--- src/odsleep_pkg.sv ---
// Package for the over-discharge and sleep controller: register map,
// field layouts, reset values, state codes and timing counts.
// Assumes a 50 MHz reference clock.
`default_nettype none

package odsleep_pkg;

   // Clock rate and times in their own units
   localparam int CLK_KHZ       = 50000;
   localparam int UV_DETECT_MS  = 1000;
   localparam int UV_RELEASE_MS = 7;
   localparam int OV_DETECT_MS  = 1000;
   localparam int WAKE_EXTRA_MS = 200;

   // Derived cycle counts
   localparam int UV_DETECT_CYC  = UV_DETECT_MS * CLK_KHZ;
   localparam int UV_RELEASE_CYC = UV_RELEASE_MS * CLK_KHZ;
   localparam int WAKE_RST_CYC   =
      ((UV_DETECT_MS > OV_DETECT_MS ? UV_DETECT_MS : OV_DETECT_MS) + WAKE_EXTRA_MS) * CLK_KHZ;

   // Register byte offsets
   localparam logic [7:0] CFG_OFS      = 8'h00;
   localparam logic [7:0] CTRL_OFS     = 8'h04;
   localparam logic [7:0] STAT_OFS     = 8'h08;
   localparam logic [7:0] IRQ_STAT_OFS = 8'h0c;
   localparam logic [7:0] IRQ_MASK_OFS = 8'h10;

   // Control word bit positions
   localparam int CTRL_DIS_BIT   = 0;
   localparam int CTRL_CHG_BIT   = 1;
   localparam int CTRL_SLEEP_BIT = 2;

   // Interrupt status bit positions
   localparam int IRQ_FAULT_BIT   = 0;
   localparam int IRQ_SLEEP_BIT   = 1;
   localparam int IRQ_WAKE_BIT    = 2;
   localparam int IRQ_RELEASE_BIT = 3;
   localparam int IRQ_W           = 4;

   typedef struct packed {
      logic       charge_check_disable;
      logic [1:0] charge_enable_thresh_sel;
      logic [1:0] undervolt_sel;
   } cfg_t;

   typedef struct packed {
      logic charge_fet_ctrl_bit;
      logic discharge_fet_ctrl_bit;
   } ctrl_t;

   localparam cfg_t             CFG_RST  = 5'h00;
   localparam ctrl_t            CTRL_RST = 2'h3;
   localparam logic [IRQ_W-1:0] MASK_RST = 4'h0;

   // Gray codes along normal, asleep, wake reset, recovery
   typedef enum logic [1:0] {
      ST_NORMAL   = 2'h0,
      ST_ASLEEP   = 2'h1,
      ST_WAKE_RST = 2'h3,
      ST_RECOVER  = 2'h2
   } state_t;

endpackage : odsleep_pkg

`default_nettype wire

--- src/odsleep_ctrl.sv ---
// Over-discharge protection and sleep controller with an AHB-Lite register slave.
// Assumes comparator levels arrive from the analog front end asynchronously.
//
// How it works
// - Cell under threshold past the delay turns discharge drive off, then sleeps if supply is below the wake threshold.
// - Detection timer starts on under-voltage; fault only if still low at timeout.
// - Fault also turns the charge drive off; both drives high.
// - Under-voltage threshold select is a two-bit configuration field.
// - Discharge resumes only after wake (if asleep), charge on, release time, discharge on.
// - Sleep entered by fault or by the sleep bit of the control word.
// - Asleep: both drives off, regulator off, FET control bits ignored.
// - No register access is accepted while asleep.
// - Supply at wake threshold ends sleep, restores regulator and bus.
// - After wake with check on, FET writes need every cell above threshold.
// - After wake, any cell below charge-enable threshold with check on holds both drives off until every cell rises above it.
// - Charge-enable threshold select is a two-bit configuration field.
// - Setting the check-disable bit switches the charge-enable check off.
// - No sleep entry while supply is at or above the wake threshold.
// - After recovery charge drive stays high until charge bit written one.
// - After recovery discharge drive stays high until discharge bit written one.
// - After wake an internal reset runs; FET control writes ignored meanwhile.
`default_nettype none

module odsleep_ctrl #(
   parameter int          NCELL            = 4,
   parameter int unsigned UV_DETECT_CYCLES = odsleep_pkg::UV_DETECT_CYC,
   parameter int unsigned RELEASE_CYCLES   = odsleep_pkg::UV_RELEASE_CYC,
   parameter int unsigned WAKE_RST_CYCLES  = odsleep_pkg::WAKE_RST_CYC
) (
   // Clock and reset
   input  wire logic             REF_CLK,
   input  wire logic             RST,
   // AHB-Lite slave
   input  wire logic             HSEL,
   input  wire logic [31:0]      HADDR,
   input  wire logic [1:0]       HTRANS,
   input  wire logic             HWRITE,
   input  wire logic [2:0]       HSIZE,
   input  wire logic [31:0]      HWDATA,
   input  wire logic             HREADY,
   output logic      [31:0]      HRDATA,
   output logic                  HREADYOUT,
   output logic                  HRESP,
   // Comparator and supply levels
   input  wire logic [NCELL-1:0] CELL_UNDER_UV,
   input  wire logic [NCELL-1:0] CELL_OVER_UVR,
   input  wire logic [NCELL-1:0] CELL_OVER_CE,
   input  wire logic             VCC_AT_WAKE,
   // Threshold selects to the analog front end
   output logic                  UNDERVOLT_SEL_HI,
   output logic                  UNDERVOLT_SEL_LO,
   output logic      [1:0]       CHARGE_ENABLE_THRESH_SEL,
   // FET drives, high turns the FET off
   output logic                  DISCHARGE_FET_DRIVE,
   output logic                  CHARGE_FET_DRIVE,
   // Regulator enable and interrupt
   output logic                  REGULATED_OUTPUT,
   output logic                  IRQ
);

   import odsleep_pkg::*;

   logic [NCELL-1:0] uv_s, uvr_s, ce_s;
   logic             vcc_wake;
   logic             any_uv, all_uvr, all_ce;

   odsleep_sync #(.W(3 * NCELL + 1)) u_sync (
      .clk (REF_CLK),
      .rst (RST),
      .d   ({CELL_UNDER_UV, CELL_OVER_UVR, CELL_OVER_CE, VCC_AT_WAKE}),
      .q   ({uv_s, uvr_s, ce_s, vcc_wake})
   );

   assign any_uv  = |uv_s;
   assign all_uvr = &uvr_s;
   assign all_ce  = &ce_s;

   // State
   state_t           state_reg, state_next;
   cfg_t             cfg_reg, cfg_next;
   ctrl_t            ctrl_reg, ctrl_next;
   logic             od_reg, od_next;
   logic             released_reg, released_next;
   logic             ce_chk_reg, ce_chk_next;
   logic [IRQ_W-1:0] irq_stat_reg, irq_stat_next;
   logic [IRQ_W-1:0] irq_mask_reg, irq_mask_next;
   logic             dis_drv_reg, dis_drv_next;
   logic             chg_drv_reg, chg_drv_next;
   logic             rgo_reg, rgo_next;
   logic             irq_reg, irq_next;

   // Bus
   logic             ap_valid_reg, ap_valid_next;
   logic             ap_write_reg, ap_write_next;
   logic [7:0]       ap_addr_reg, ap_addr_next;
   logic [31:0]      hrdata_reg, hrdata_next;
   logic             hreadyout_reg;

   logic             awake, ap_take, wr_ok;
   logic             cfg_wr, ctrl_wr, mask_wr, stat_rd;
   logic             sleep_req, ce_ok, ce_block, force_off;
   logic [IRQ_W-1:0] ev;
   logic             det_run, det_done, rel_run, rel_done, wrst_run, wrst_done;

   // Timers
   assign det_run  = (state_reg == ST_NORMAL) && any_uv;
   assign rel_run  = (state_reg == ST_RECOVER) && od_reg && ctrl_reg.charge_fet_ctrl_bit
                     && all_uvr && !ce_block;
   assign wrst_run = (state_reg == ST_WAKE_RST);

   odsleep_timer #(.W(32)) u_detect (
      .clk   (REF_CLK),
      .rst   (RST),
      .run   (det_run),
      .limit (32'(UV_DETECT_CYCLES)),
      .done  (det_done)
   );

   odsleep_timer #(.W(32)) u_release (
      .clk   (REF_CLK),
      .rst   (RST),
      .run   (rel_run),
      .limit (32'(RELEASE_CYCLES)),
      .done  (rel_done)
   );

   odsleep_timer #(.W(32)) u_wake_rst (
      .clk   (REF_CLK),
      .rst   (RST),
      .run   (wrst_run),
      .limit (32'(WAKE_RST_CYCLES)),
      .done  (wrst_done)
   );

   // Bus decode; nothing is taken while asleep
   assign awake   = (state_reg != ST_ASLEEP);
   assign ap_take = HSEL && HTRANS[1] && HREADY && awake;
   assign wr_ok   = ap_valid_reg && ap_write_reg && awake;
   assign cfg_wr  = wr_ok && (ap_addr_reg == CFG_OFS);
   assign ctrl_wr = wr_ok && (ap_addr_reg == CTRL_OFS);
   assign mask_wr = wr_ok && (ap_addr_reg == IRQ_MASK_OFS);
   assign stat_rd = ap_take && !HWRITE && (HADDR[7:0] == IRQ_STAT_OFS);

   assign sleep_req = ctrl_wr && HWDATA[CTRL_SLEEP_BIT];
   assign ce_ok     = cfg_reg.charge_check_disable || all_ce;
   assign ce_block  = ce_chk_reg && !ce_ok;

   always_comb begin
      ap_valid_next = ap_take;
      ap_write_next = ap_take ? HWRITE : ap_write_reg;
      ap_addr_next  = ap_take ? HADDR[7:0] : ap_addr_reg;
      hrdata_next   = 32'h0;
      if (ap_take && !HWRITE) begin
         unique case (HADDR[7:0])
            CFG_OFS:      hrdata_next = {27'h0, cfg_next};
            CTRL_OFS:     hrdata_next = {30'h0, ctrl_next};
            STAT_OFS:     hrdata_next = {25'h0, vcc_wake, ce_block, released_reg,
                                         od_reg, rgo_reg, state_reg};
            IRQ_STAT_OFS: hrdata_next = {28'h0, irq_stat_reg};
            IRQ_MASK_OFS: hrdata_next = {28'h0, irq_mask_next};
            default:      hrdata_next = 32'h0;
         endcase
      end
   end

   always_ff @(posedge REF_CLK or posedge RST) begin
      if (RST) begin
         ap_valid_reg  <= 1'b0;
         ap_write_reg  <= 1'b0;
         ap_addr_reg   <= 8'h00;
         hrdata_reg    <= 32'h0;
         hreadyout_reg <= 1'b0;
      end else begin
         ap_valid_reg  <= ap_valid_next;
         ap_write_reg  <= ap_write_next;
         ap_addr_reg   <= ap_addr_next;
         hrdata_reg    <= hrdata_next;
         hreadyout_reg <= 1'b1;
      end
   end

   // Protection, sleep and recovery sequencing
   always_comb begin
      state_next    = state_reg;
      cfg_next      = cfg_reg;
      ctrl_next     = ctrl_reg;
      od_next       = od_reg;
      released_next = released_reg;
      ce_chk_next   = ce_chk_reg;
      irq_mask_next = irq_mask_reg;
      ev            = '0;
      if (cfg_wr) begin
         cfg_next = cfg_t'(HWDATA[4:0]);
      end
      if (mask_wr) begin
         irq_mask_next = HWDATA[IRQ_W-1:0];
      end
      if (ctrl_wr && !wrst_run && !ce_block) begin
         ctrl_next.discharge_fet_ctrl_bit = HWDATA[CTRL_DIS_BIT];
         ctrl_next.charge_fet_ctrl_bit    = HWDATA[CTRL_CHG_BIT];
      end
      if (ce_chk_reg && ce_ok && state_reg != ST_WAKE_RST) begin
         ce_chk_next = 1'b0;
      end
      unique case (state_reg)
         ST_NORMAL: begin
            if (det_done && any_uv) begin
               od_next            = 1'b1;
               ctrl_next          = '0;
               ev[IRQ_FAULT_BIT]  = 1'b1;
               if (!vcc_wake) begin
                  state_next        = ST_ASLEEP;
                  ev[IRQ_SLEEP_BIT] = 1'b1;
               end else begin
                  state_next = ST_RECOVER;
               end
            end else if (sleep_req && !vcc_wake) begin
               state_next        = ST_ASLEEP;
               ev[IRQ_SLEEP_BIT] = 1'b1;
            end
         end
         ST_ASLEEP: begin
            ctrl_next = '0;
            if (vcc_wake) begin
               state_next       = ST_WAKE_RST;
               ce_chk_next      = 1'b1;
               released_next    = 1'b0;
               ev[IRQ_WAKE_BIT] = 1'b1;
            end
         end
         ST_WAKE_RST: begin
            if (wrst_done) begin
               state_next = od_reg ? ST_RECOVER : ST_NORMAL;
            end
         end
         ST_RECOVER: begin
            if (rel_done && !released_reg) begin
               released_next       = 1'b1;
               ev[IRQ_RELEASE_BIT] = 1'b1;
            end
            if (sleep_req && !vcc_wake) begin
               state_next        = ST_ASLEEP;
               ev[IRQ_SLEEP_BIT] = 1'b1;
            end else if (released_reg && ctrl_next.discharge_fet_ctrl_bit) begin
               state_next    = ST_NORMAL;
               od_next       = 1'b0;
               released_next = 1'b0;
            end
         end
      endcase
      // Read clears the sticky bits, a new event wins
      irq_stat_next = (irq_stat_reg & ~{IRQ_W{stat_rd}}) | ev;
      irq_next      = |(irq_stat_next & irq_mask_next);
      force_off     = (state_next == ST_ASLEEP) || ce_block;
      // An early discharge write waits until recovery completes
      dis_drv_next  = force_off || !ctrl_next.discharge_fet_ctrl_bit
                      || od_next;
      chg_drv_next  = force_off || !ctrl_next.charge_fet_ctrl_bit;
      rgo_next      = (state_next != ST_ASLEEP);
   end

   always_ff @(posedge REF_CLK or posedge RST) begin
      if (RST) begin
         state_reg    <= ST_NORMAL;
         cfg_reg      <= CFG_RST;
         ctrl_reg     <= CTRL_RST;
         od_reg       <= 1'b0;
         released_reg <= 1'b0;
         ce_chk_reg   <= 1'b0;
         irq_stat_reg <= '0;
         irq_mask_reg <= MASK_RST;
         dis_drv_reg  <= 1'b0;
         chg_drv_reg  <= 1'b0;
         rgo_reg      <= 1'b1;
         irq_reg      <= 1'b0;
      end else begin
         state_reg    <= state_next;
         cfg_reg      <= cfg_next;
         ctrl_reg     <= ctrl_next;
         od_reg       <= od_next;
         released_reg <= released_next;
         ce_chk_reg   <= ce_chk_next;
         irq_stat_reg <= irq_stat_next;
         irq_mask_reg <= irq_mask_next;
         dis_drv_reg  <= dis_drv_next;
         chg_drv_reg  <= chg_drv_next;
         rgo_reg      <= rgo_next;
         irq_reg      <= irq_next;
      end
   end

   assign HRDATA                   = hrdata_reg;
   assign HREADYOUT                = hreadyout_reg;
   assign HRESP                    = 1'b0;
   assign UNDERVOLT_SEL_HI         = cfg_reg.undervolt_sel[1];
   assign UNDERVOLT_SEL_LO         = cfg_reg.undervolt_sel[0];
   assign CHARGE_ENABLE_THRESH_SEL = cfg_reg.charge_enable_thresh_sel;
   assign DISCHARGE_FET_DRIVE      = dis_drv_reg;
   assign CHARGE_FET_DRIVE         = chg_drv_reg;
   assign REGULATED_OUTPUT         = rgo_reg;
   assign IRQ                      = irq_reg;
endmodule : odsleep_ctrl

`default_nettype wire

--- src/odsleep_sync.sv ---
// Two-flop synchroniser for a group of asynchronous levels.
// Assumes the inputs are quasi-static compared with the clock.
`default_nettype none

module odsleep_sync #(
   parameter int W = 1
) (
   // Clock and reset
   input  wire logic         clk,
   input  wire logic         rst,
   // Levels
   input  wire logic [W-1:0] d,
   output logic      [W-1:0] q
);

   logic [W-1:0] meta_reg;

   always_ff @(posedge clk or posedge rst) begin
      if (rst) begin
         meta_reg <= '0;
         q        <= '0;
      end else begin
         meta_reg <= d;
         q        <= meta_reg;
      end
   end

endmodule : odsleep_sync

`default_nettype wire

--- src/odsleep_timer.sv ---
// Delay timer: counts while run is high, done once the count reaches limit.
// Assumes run drops to restart the count.
`default_nettype none

module odsleep_timer #(
   parameter int W = 32
) (
   // Clock and reset
   input  wire logic         clk,
   input  wire logic         rst,
   // Control
   input  wire logic         run,
   input  wire logic [W-1:0] limit,
   output logic              done
);

   logic [W-1:0] cnt_reg;
   logic [W-1:0] cnt_next;

   assign done = run && (cnt_reg == limit);

   always_comb begin
      if (!run) begin
         cnt_next = '0;
      end else if (done) begin
         cnt_next = cnt_reg;
      end else begin
         cnt_next = cnt_reg + 1'b1;
      end
   end

   always_ff @(posedge clk or posedge rst) begin
      if (rst) begin
         cnt_reg <= '0;
      end else begin
         cnt_reg <= cnt_next;
      end
   end

endmodule : odsleep_timer

`default_nettype wire

--- config.mk ---
export PLATFORM = sky130hd
export DESIGN_NAME = odsleep_ctrl
export DESIGN_NICKNAME = d
export VERILOG_FILES = /design/src/odsleep_pkg.sv /design/src/odsleep_ctrl.sv /design/src/odsleep_sync.sv /design/src/odsleep_timer.sv
export SDC_FILE = /design/constraint.sdc
export NUM_CORES = 1
export LEC_CHECK = 0
export CORE_ASPECT_RATIO = 0.7
export CORE_MARGIN = 3
export CORE_UTILIZATION = 45
export DETAILED_ROUTE_END_ITERATION = 8
export DONT_BUFFER_PORTS = 1
export PLACE_DENSITY = 0.7
export REMOVE_ABC_BUFFERS = 1
export SLEW_MARGIN = 25
export SYNTH_ARGS = -nofsm -noshare
export SYNTH_HDL_FRONTEND = slang
export SYNTH_HIERARCHICAL = 1
export SYNTH_SLANG_ARGS = --single-unit
--- constraint.sdc ---
create_clock -name REF_CLK -period 3.17 [get_ports REF_CLK]
set_clock_uncertainty 0.05 [all_clocks]
set_input_delay 0.951 -clock REF_CLK [delete_from_list [all_inputs] [get_ports REF_CLK]]
set_output_delay 0.951 -clock REF_CLK [all_outputs]
set_load 0.05 [all_outputs]
; After elaboration in Yosys (flattened, before gate mapping)
; Index checks and enable logic that the tools add are counted.
; W data, S select, Z words.
[totals]
output_inout_bits = 42
register_bits = 189
inputBits = 87
elab_cells = 146
[classes]
n_reduce_logical = 50
mux = 44
n_addsub = 3
eq_ne = 20
n_bitwise = 4
[ops]
columns = operator, count
row1 = $mux W32, 6
row2 = $add A32 B1 Y32 const B, 3
row3 = $eq A32 B26 Y1 const B, 2
row4 = $pmux W7 S5, 1
row5 = $eq A32 B19 Y1 const B, 1
row6 = $logic_and A1 B1 Y1, 28
row7 = $mux W2, 10
row8 = $mux W1, 19
row9 = $eq A8 B3 Y1 const B, 2
row10 = $eq A8 B4 Y1 const B, 2
row11 = $eq A8 B5 Y1 const B, 2
row12 = $logic_not A8 Y1, 2
row13 = $and A4 B4 Y4, 2
row14 = $logic_not A1 Y1, 8
row15 = $ne A2 B2 Y1 const B, 4
row16 = $pmux W2 S4, 1
row17 = $reduce_and A4 Y1, 2
row18 = $reduce_or A4 Y1, 2
row19 = $mux W7, 1
row20 = $ne A2 B1 Y1 const B, 3
row21 = $pmux W1 S2, 3
row22 = $logic_or A1 B1 Y1, 5
row23 = $mux W5, 1
row24 = $eq A2 B1 Y1 const B, 2
row25 = other kinds (8), 9

; Depth between registers and ports, before layout
[depth]
word_depth = 15
mapped_depth = 12
depth_no_buf = 10

; Modules after synthesis
; Netlist, hierarchy kept.
[modules_own_cells]
columns = module, cells_each, seq_area_each_um2, instances, area_each_um2
row1 = odsleep_timer, 290, 800.8, 3, 2543.7
row2 = odsleep_ctrl, 207, 1054.8, 1, 2178.3
row3 = odsleep_sync, 27, 650.6, 1, 654.4

; Worst setup path after synthesis
; OpenSTA, ideal clock, no wires.
[synth_path]
path_kind = input -> register
from = input port HADDR[6]
to = register irq_reg (netlist: IRQ)
slack_ns = -0.254
required_time_ns = 2.994
path_stages = 7
arrival_time_ns = 3.248
n_path_buf = 1
setup_ns = 0.126
cell_sequence = or4_4 or4b_4 buf_6 or4_4 a22o_1 a22o_1 a221o_1
[synth_between]
elab_chain_len = 7
[synth_lines]
columns = element, line_no
row1 = start: declaration, odsleep_ctrl.sv:35  ; input wire logic [31:0] HADDR,
row2 = $eq A8 B4 Y1, odsleep_ctrl.sv:142  ; assign stat_rd = ap_take && !HWRITE && (HADDR[7:0] == IRQ_STAT_OFS);
row3 = $logic_and A1 B1 Y1, odsleep_ctrl.sv:142
row4 = $not A4 Y4, odsleep_ctrl.sv:252  ; irq_stat_next = (irq_stat_reg & ~{IRQ_W{stat_rd}}) | ev;
row5 = $and A4 B4 Y4, odsleep_ctrl.sv:252
row6 = $or A4 B4 Y4, odsleep_ctrl.sv:252
row7 = named net irq_stat_next[2], odsleep_ctrl.sv:85  ; logic [IRQ_W-1:0] irq_stat_reg, irq_stat_next;
row8 = $and A4 B4 Y4, odsleep_ctrl.sv:253  ; irq_next = |(irq_stat_next & irq_mask_next);
row9 = $reduce_or A4 Y1, odsleep_ctrl.sv:253
row10 = named net irq_next, odsleep_ctrl.sv:90  ; logic irq_reg, irq_next;
row11 = end signal: assignment, odsleep_ctrl.sv:288  ; irq_reg <= irq_next;
row12 = end: declaration, odsleep_ctrl.sv:90
; The timed path passes the listed nets, and every way through them passes these cells.
; A chain may end at the register's enable or synchronous reset.

; Worst setup path in the final report
; Ends and elaborated chain as after synthesis.

==> flow_metrics.env <==
export IMPL_status="completed"
export IMPL_pre_cts_ws_ns=-0.2117
export IMPL_fin_crit_ns=2.921
export IMPL_cts_buffer_depth=2
export IMPL_synthAdderAreaFrac=0.003587
export IMPL_core_um2=22730
export IMPL_relSlewSlack=0.4023
export IMPL_setup_slack_ns=0.2494
export IMPL_avgSynthCellArea_um2=9.478
export IMPL_rows=46
export IMPL_hold_viol=0
export IMPL_min_path_type="flop to flop"
export IMPL_min_period_over_period=0.9213
export IMPL_grt_start_max_net_pins=43
export IMPL_synth_ff_type="dfrtp_1"
export IMPL_crit_type="primary input to flop"
export IMPL_gr_total_overflow=0
export IMPL_die_height_um=133.6
export IMPL_crit_path_end_kind="flop"
export IMPL_power_density_nw_per_um2=423.4
export IMPL_cts_sinks=164
export IMPL_drcViolationCount=0
export IMPL_cp_required_ns=3.44
export IMPL_drt_antenna_violating_nets=0
export IMPL_ctsHoldBuffers=0
export IMPL_cp_num_buf_inv=0
export IMPL_wl_um=27310
export IMPL_die_area_um2=25150
export IMPL_fin_total_pwr_mw=4.946
export IMPL_die_width_um=188.3
export IMPL_initial_core_util=0.4603
export IMPL_clk_latency_ns=0.44
export IMPL_vias_per_cell=6.102
export IMPL_place_hpwl_um=19570
export IMPL_path_cells="or4_4 -> or4b_4 -> or4_4 -> a22o_1 -> a22o_1 -> a221o_1"
export IMPL_cts_made_buffers=17
export IMPL_setup_viol=0
export IMPL_totalNegativeSetupSlack_ns=0
export IMPL_ys_types=63
export IMPL_grt_pass1_vias=8541
export IMPL_fmaxAchievable_mhz=342.4
export IMPL_syn_area_um2=10460
export IMPL_cap_viol_max_count=0
export IMPL_n_fill_cell=2124
export IMPL_tritoncts="yes"
export IMPL_synth_edff_count=0
export IMPL_yosys_area_share_simple=0.2250
export IMPL_portBuffers=0
export IMPL_cts_root_buf="clkbuf_16"
export IMPL_path_clk_slew_ns=0.07
export IMPL_ir_drop_mv=0.5075
export IMPL_slowest_delay_ns=0.51
export IMPL_synth_async_sr_flop_share=1.000
export IMPL_cp_top_family="simple AND/OR/NAND/NOR gates"
export IMPL_ys_seq_elements=164
export IMPL_final_cell_mix="dfrtp_1, conb_1, nand2_1, a41oi_1, xor2_1"
export IMPL_maxSlewViolCount=0
export IMPL_tightest_slew_ns=0.8955
export IMPL_ys_warn_count=6
export IMPL_hold_slack_ns=0.2992
export IMPL_routabilityCongestion=0.9075
export IMPL_drive_gt1_frac=0.1057
export IMPL_cts_setup_buffers=0
export IMPL_leakage_nw=4.988
export IMPL_antenna_found_initial=1
export IMPL_synth_cells=1104
export IMPL_drtIter0Drc=863
export IMPL_synth_compound_area_share=0.1947
export IMPL_slowest_stage="or4_4"
export IMPL_wl_per_cell_um=18.26
export IMPL_start_kind="primary input"
export IMPL_htreeDepth=4
export IMPL_nNetsFinal=1260
export IMPL_cp_data_arrival_time_ns=3.19
export IMPL_post_cts_resized=0
export IMPL_track_usage=0.2219
export IMPL_synthToLayoutAreaGrowth_pct=11.62
export IMPL_synth_area_mux_share=0.02810
export IMPL_ios=129
export IMPL_grt_pass1_wl_um=45570
export IMPL_synthXorXnorAreaFrac=0.08287
export IMPL_synth_top_family_by_area="simple AND/OR/NAND/NOR gates"
export IMPL_utilization=0.5138
export IMPL_yosysSeqAreaShare=0.3926
export IMPL_dr_pass1_iters=5
export IMPL_rsz0062_at_grt="no"
export IMPL_num_vias=9129
export IMPL_final_common_cell="dfrtp_1"
export IMPL_critPathMaxFanout=3
## per-layer routing
layer  track usage  vias to the layer above  wire, um
li1              -                     4267         -
met1        0.3451                     4473     13380
met2        0.3064                      361     11530
met3       0.05339                       28      2122
met4       0.05623                        0       273
met5             0                        -         0
## Yosys cell counts, drive strengths merged, types with 35 or more instances
cell type	number	area, um2
a41oi	69	604.3
and3	49	306.5
buf	46	334.1
clkbuf	78	292.8
dfrtp	161	4029
inv	35	131.4
nand2	69	259.0
nand3	61	305.3
nand4	50	312.8
o31ai	39	334.1
xnor2	36	315.3
xor2	63	551.8
## power breakdown
part / internal (mW) / switching, mW / total [mW]
sequential: 2.18 / 0.121 / 2.30
clock: 1.07 / 1.01 / 2.07
combinational: 0.190 / 0.382 / 0.572
## per-stage QoR
stage,instance area (um2),std cells
final,11680,1496
after global routing,11680,1496
after CTS,11680,1495
after detailed placement,11070,1463
after global placement,11070,1463
after floorplan,10300,1104
## worst paths after layout
path	endpoint	cells after the start	from	slack [ns]
min in group asynchronous	u_release/cnt_reg[28]$_DFFE_PP0P_	2	RST	0.44
max in group asynchronous	u_sync/q[1]$_DFF_PP0_	1	RST	1.97
worst max register to register	HRDATA[1]$_DFF_PP0_	10	u_detect/cnt_reg[29]$_DFFE_PP0P_	0.30
worst min-delay path	u_sync/q[1]$_DFF_PP0_	0	u_sync/meta_reg[1]$_DFF_PP0_	0.30
worst min register to register	u_sync/q[1]$_DFF_PP0_	0	u_sync/meta_reg[1]$_DFF_PP0_	0.30
worst max-delay path	IRQ$_DFF_PP0_	6	HADDR[6]	0.25
## cell type report
type                       count  area [um2]  share of cell area
tap                          312       390.4             0.03342
timing repair buffer          47       352.8             0.03021
sequential                   164        4108              0.3517
inverter                      35       131.4             0.01125
multi-input combinational    905        6092              0.5216
clock buffer                  17       425.4             0.03642
antenna                        1       2.502           0.0002142
clock inverter                15       177.7             0.01521
## logic make-up (layout without fill, tap and decap cells)
group,after synthesis,in the layout
adder cells (fa/ha/maj),3,3
AO/OA/AOI/OAI,257,257
XOR/XNOR,99,99
flip-flops,164,164
multiplexers,27,27
AND/OR/NAND/NOR,393,393
buffers and inverters,159,114
other,2,127
Power figures use the tool's default switching activity.
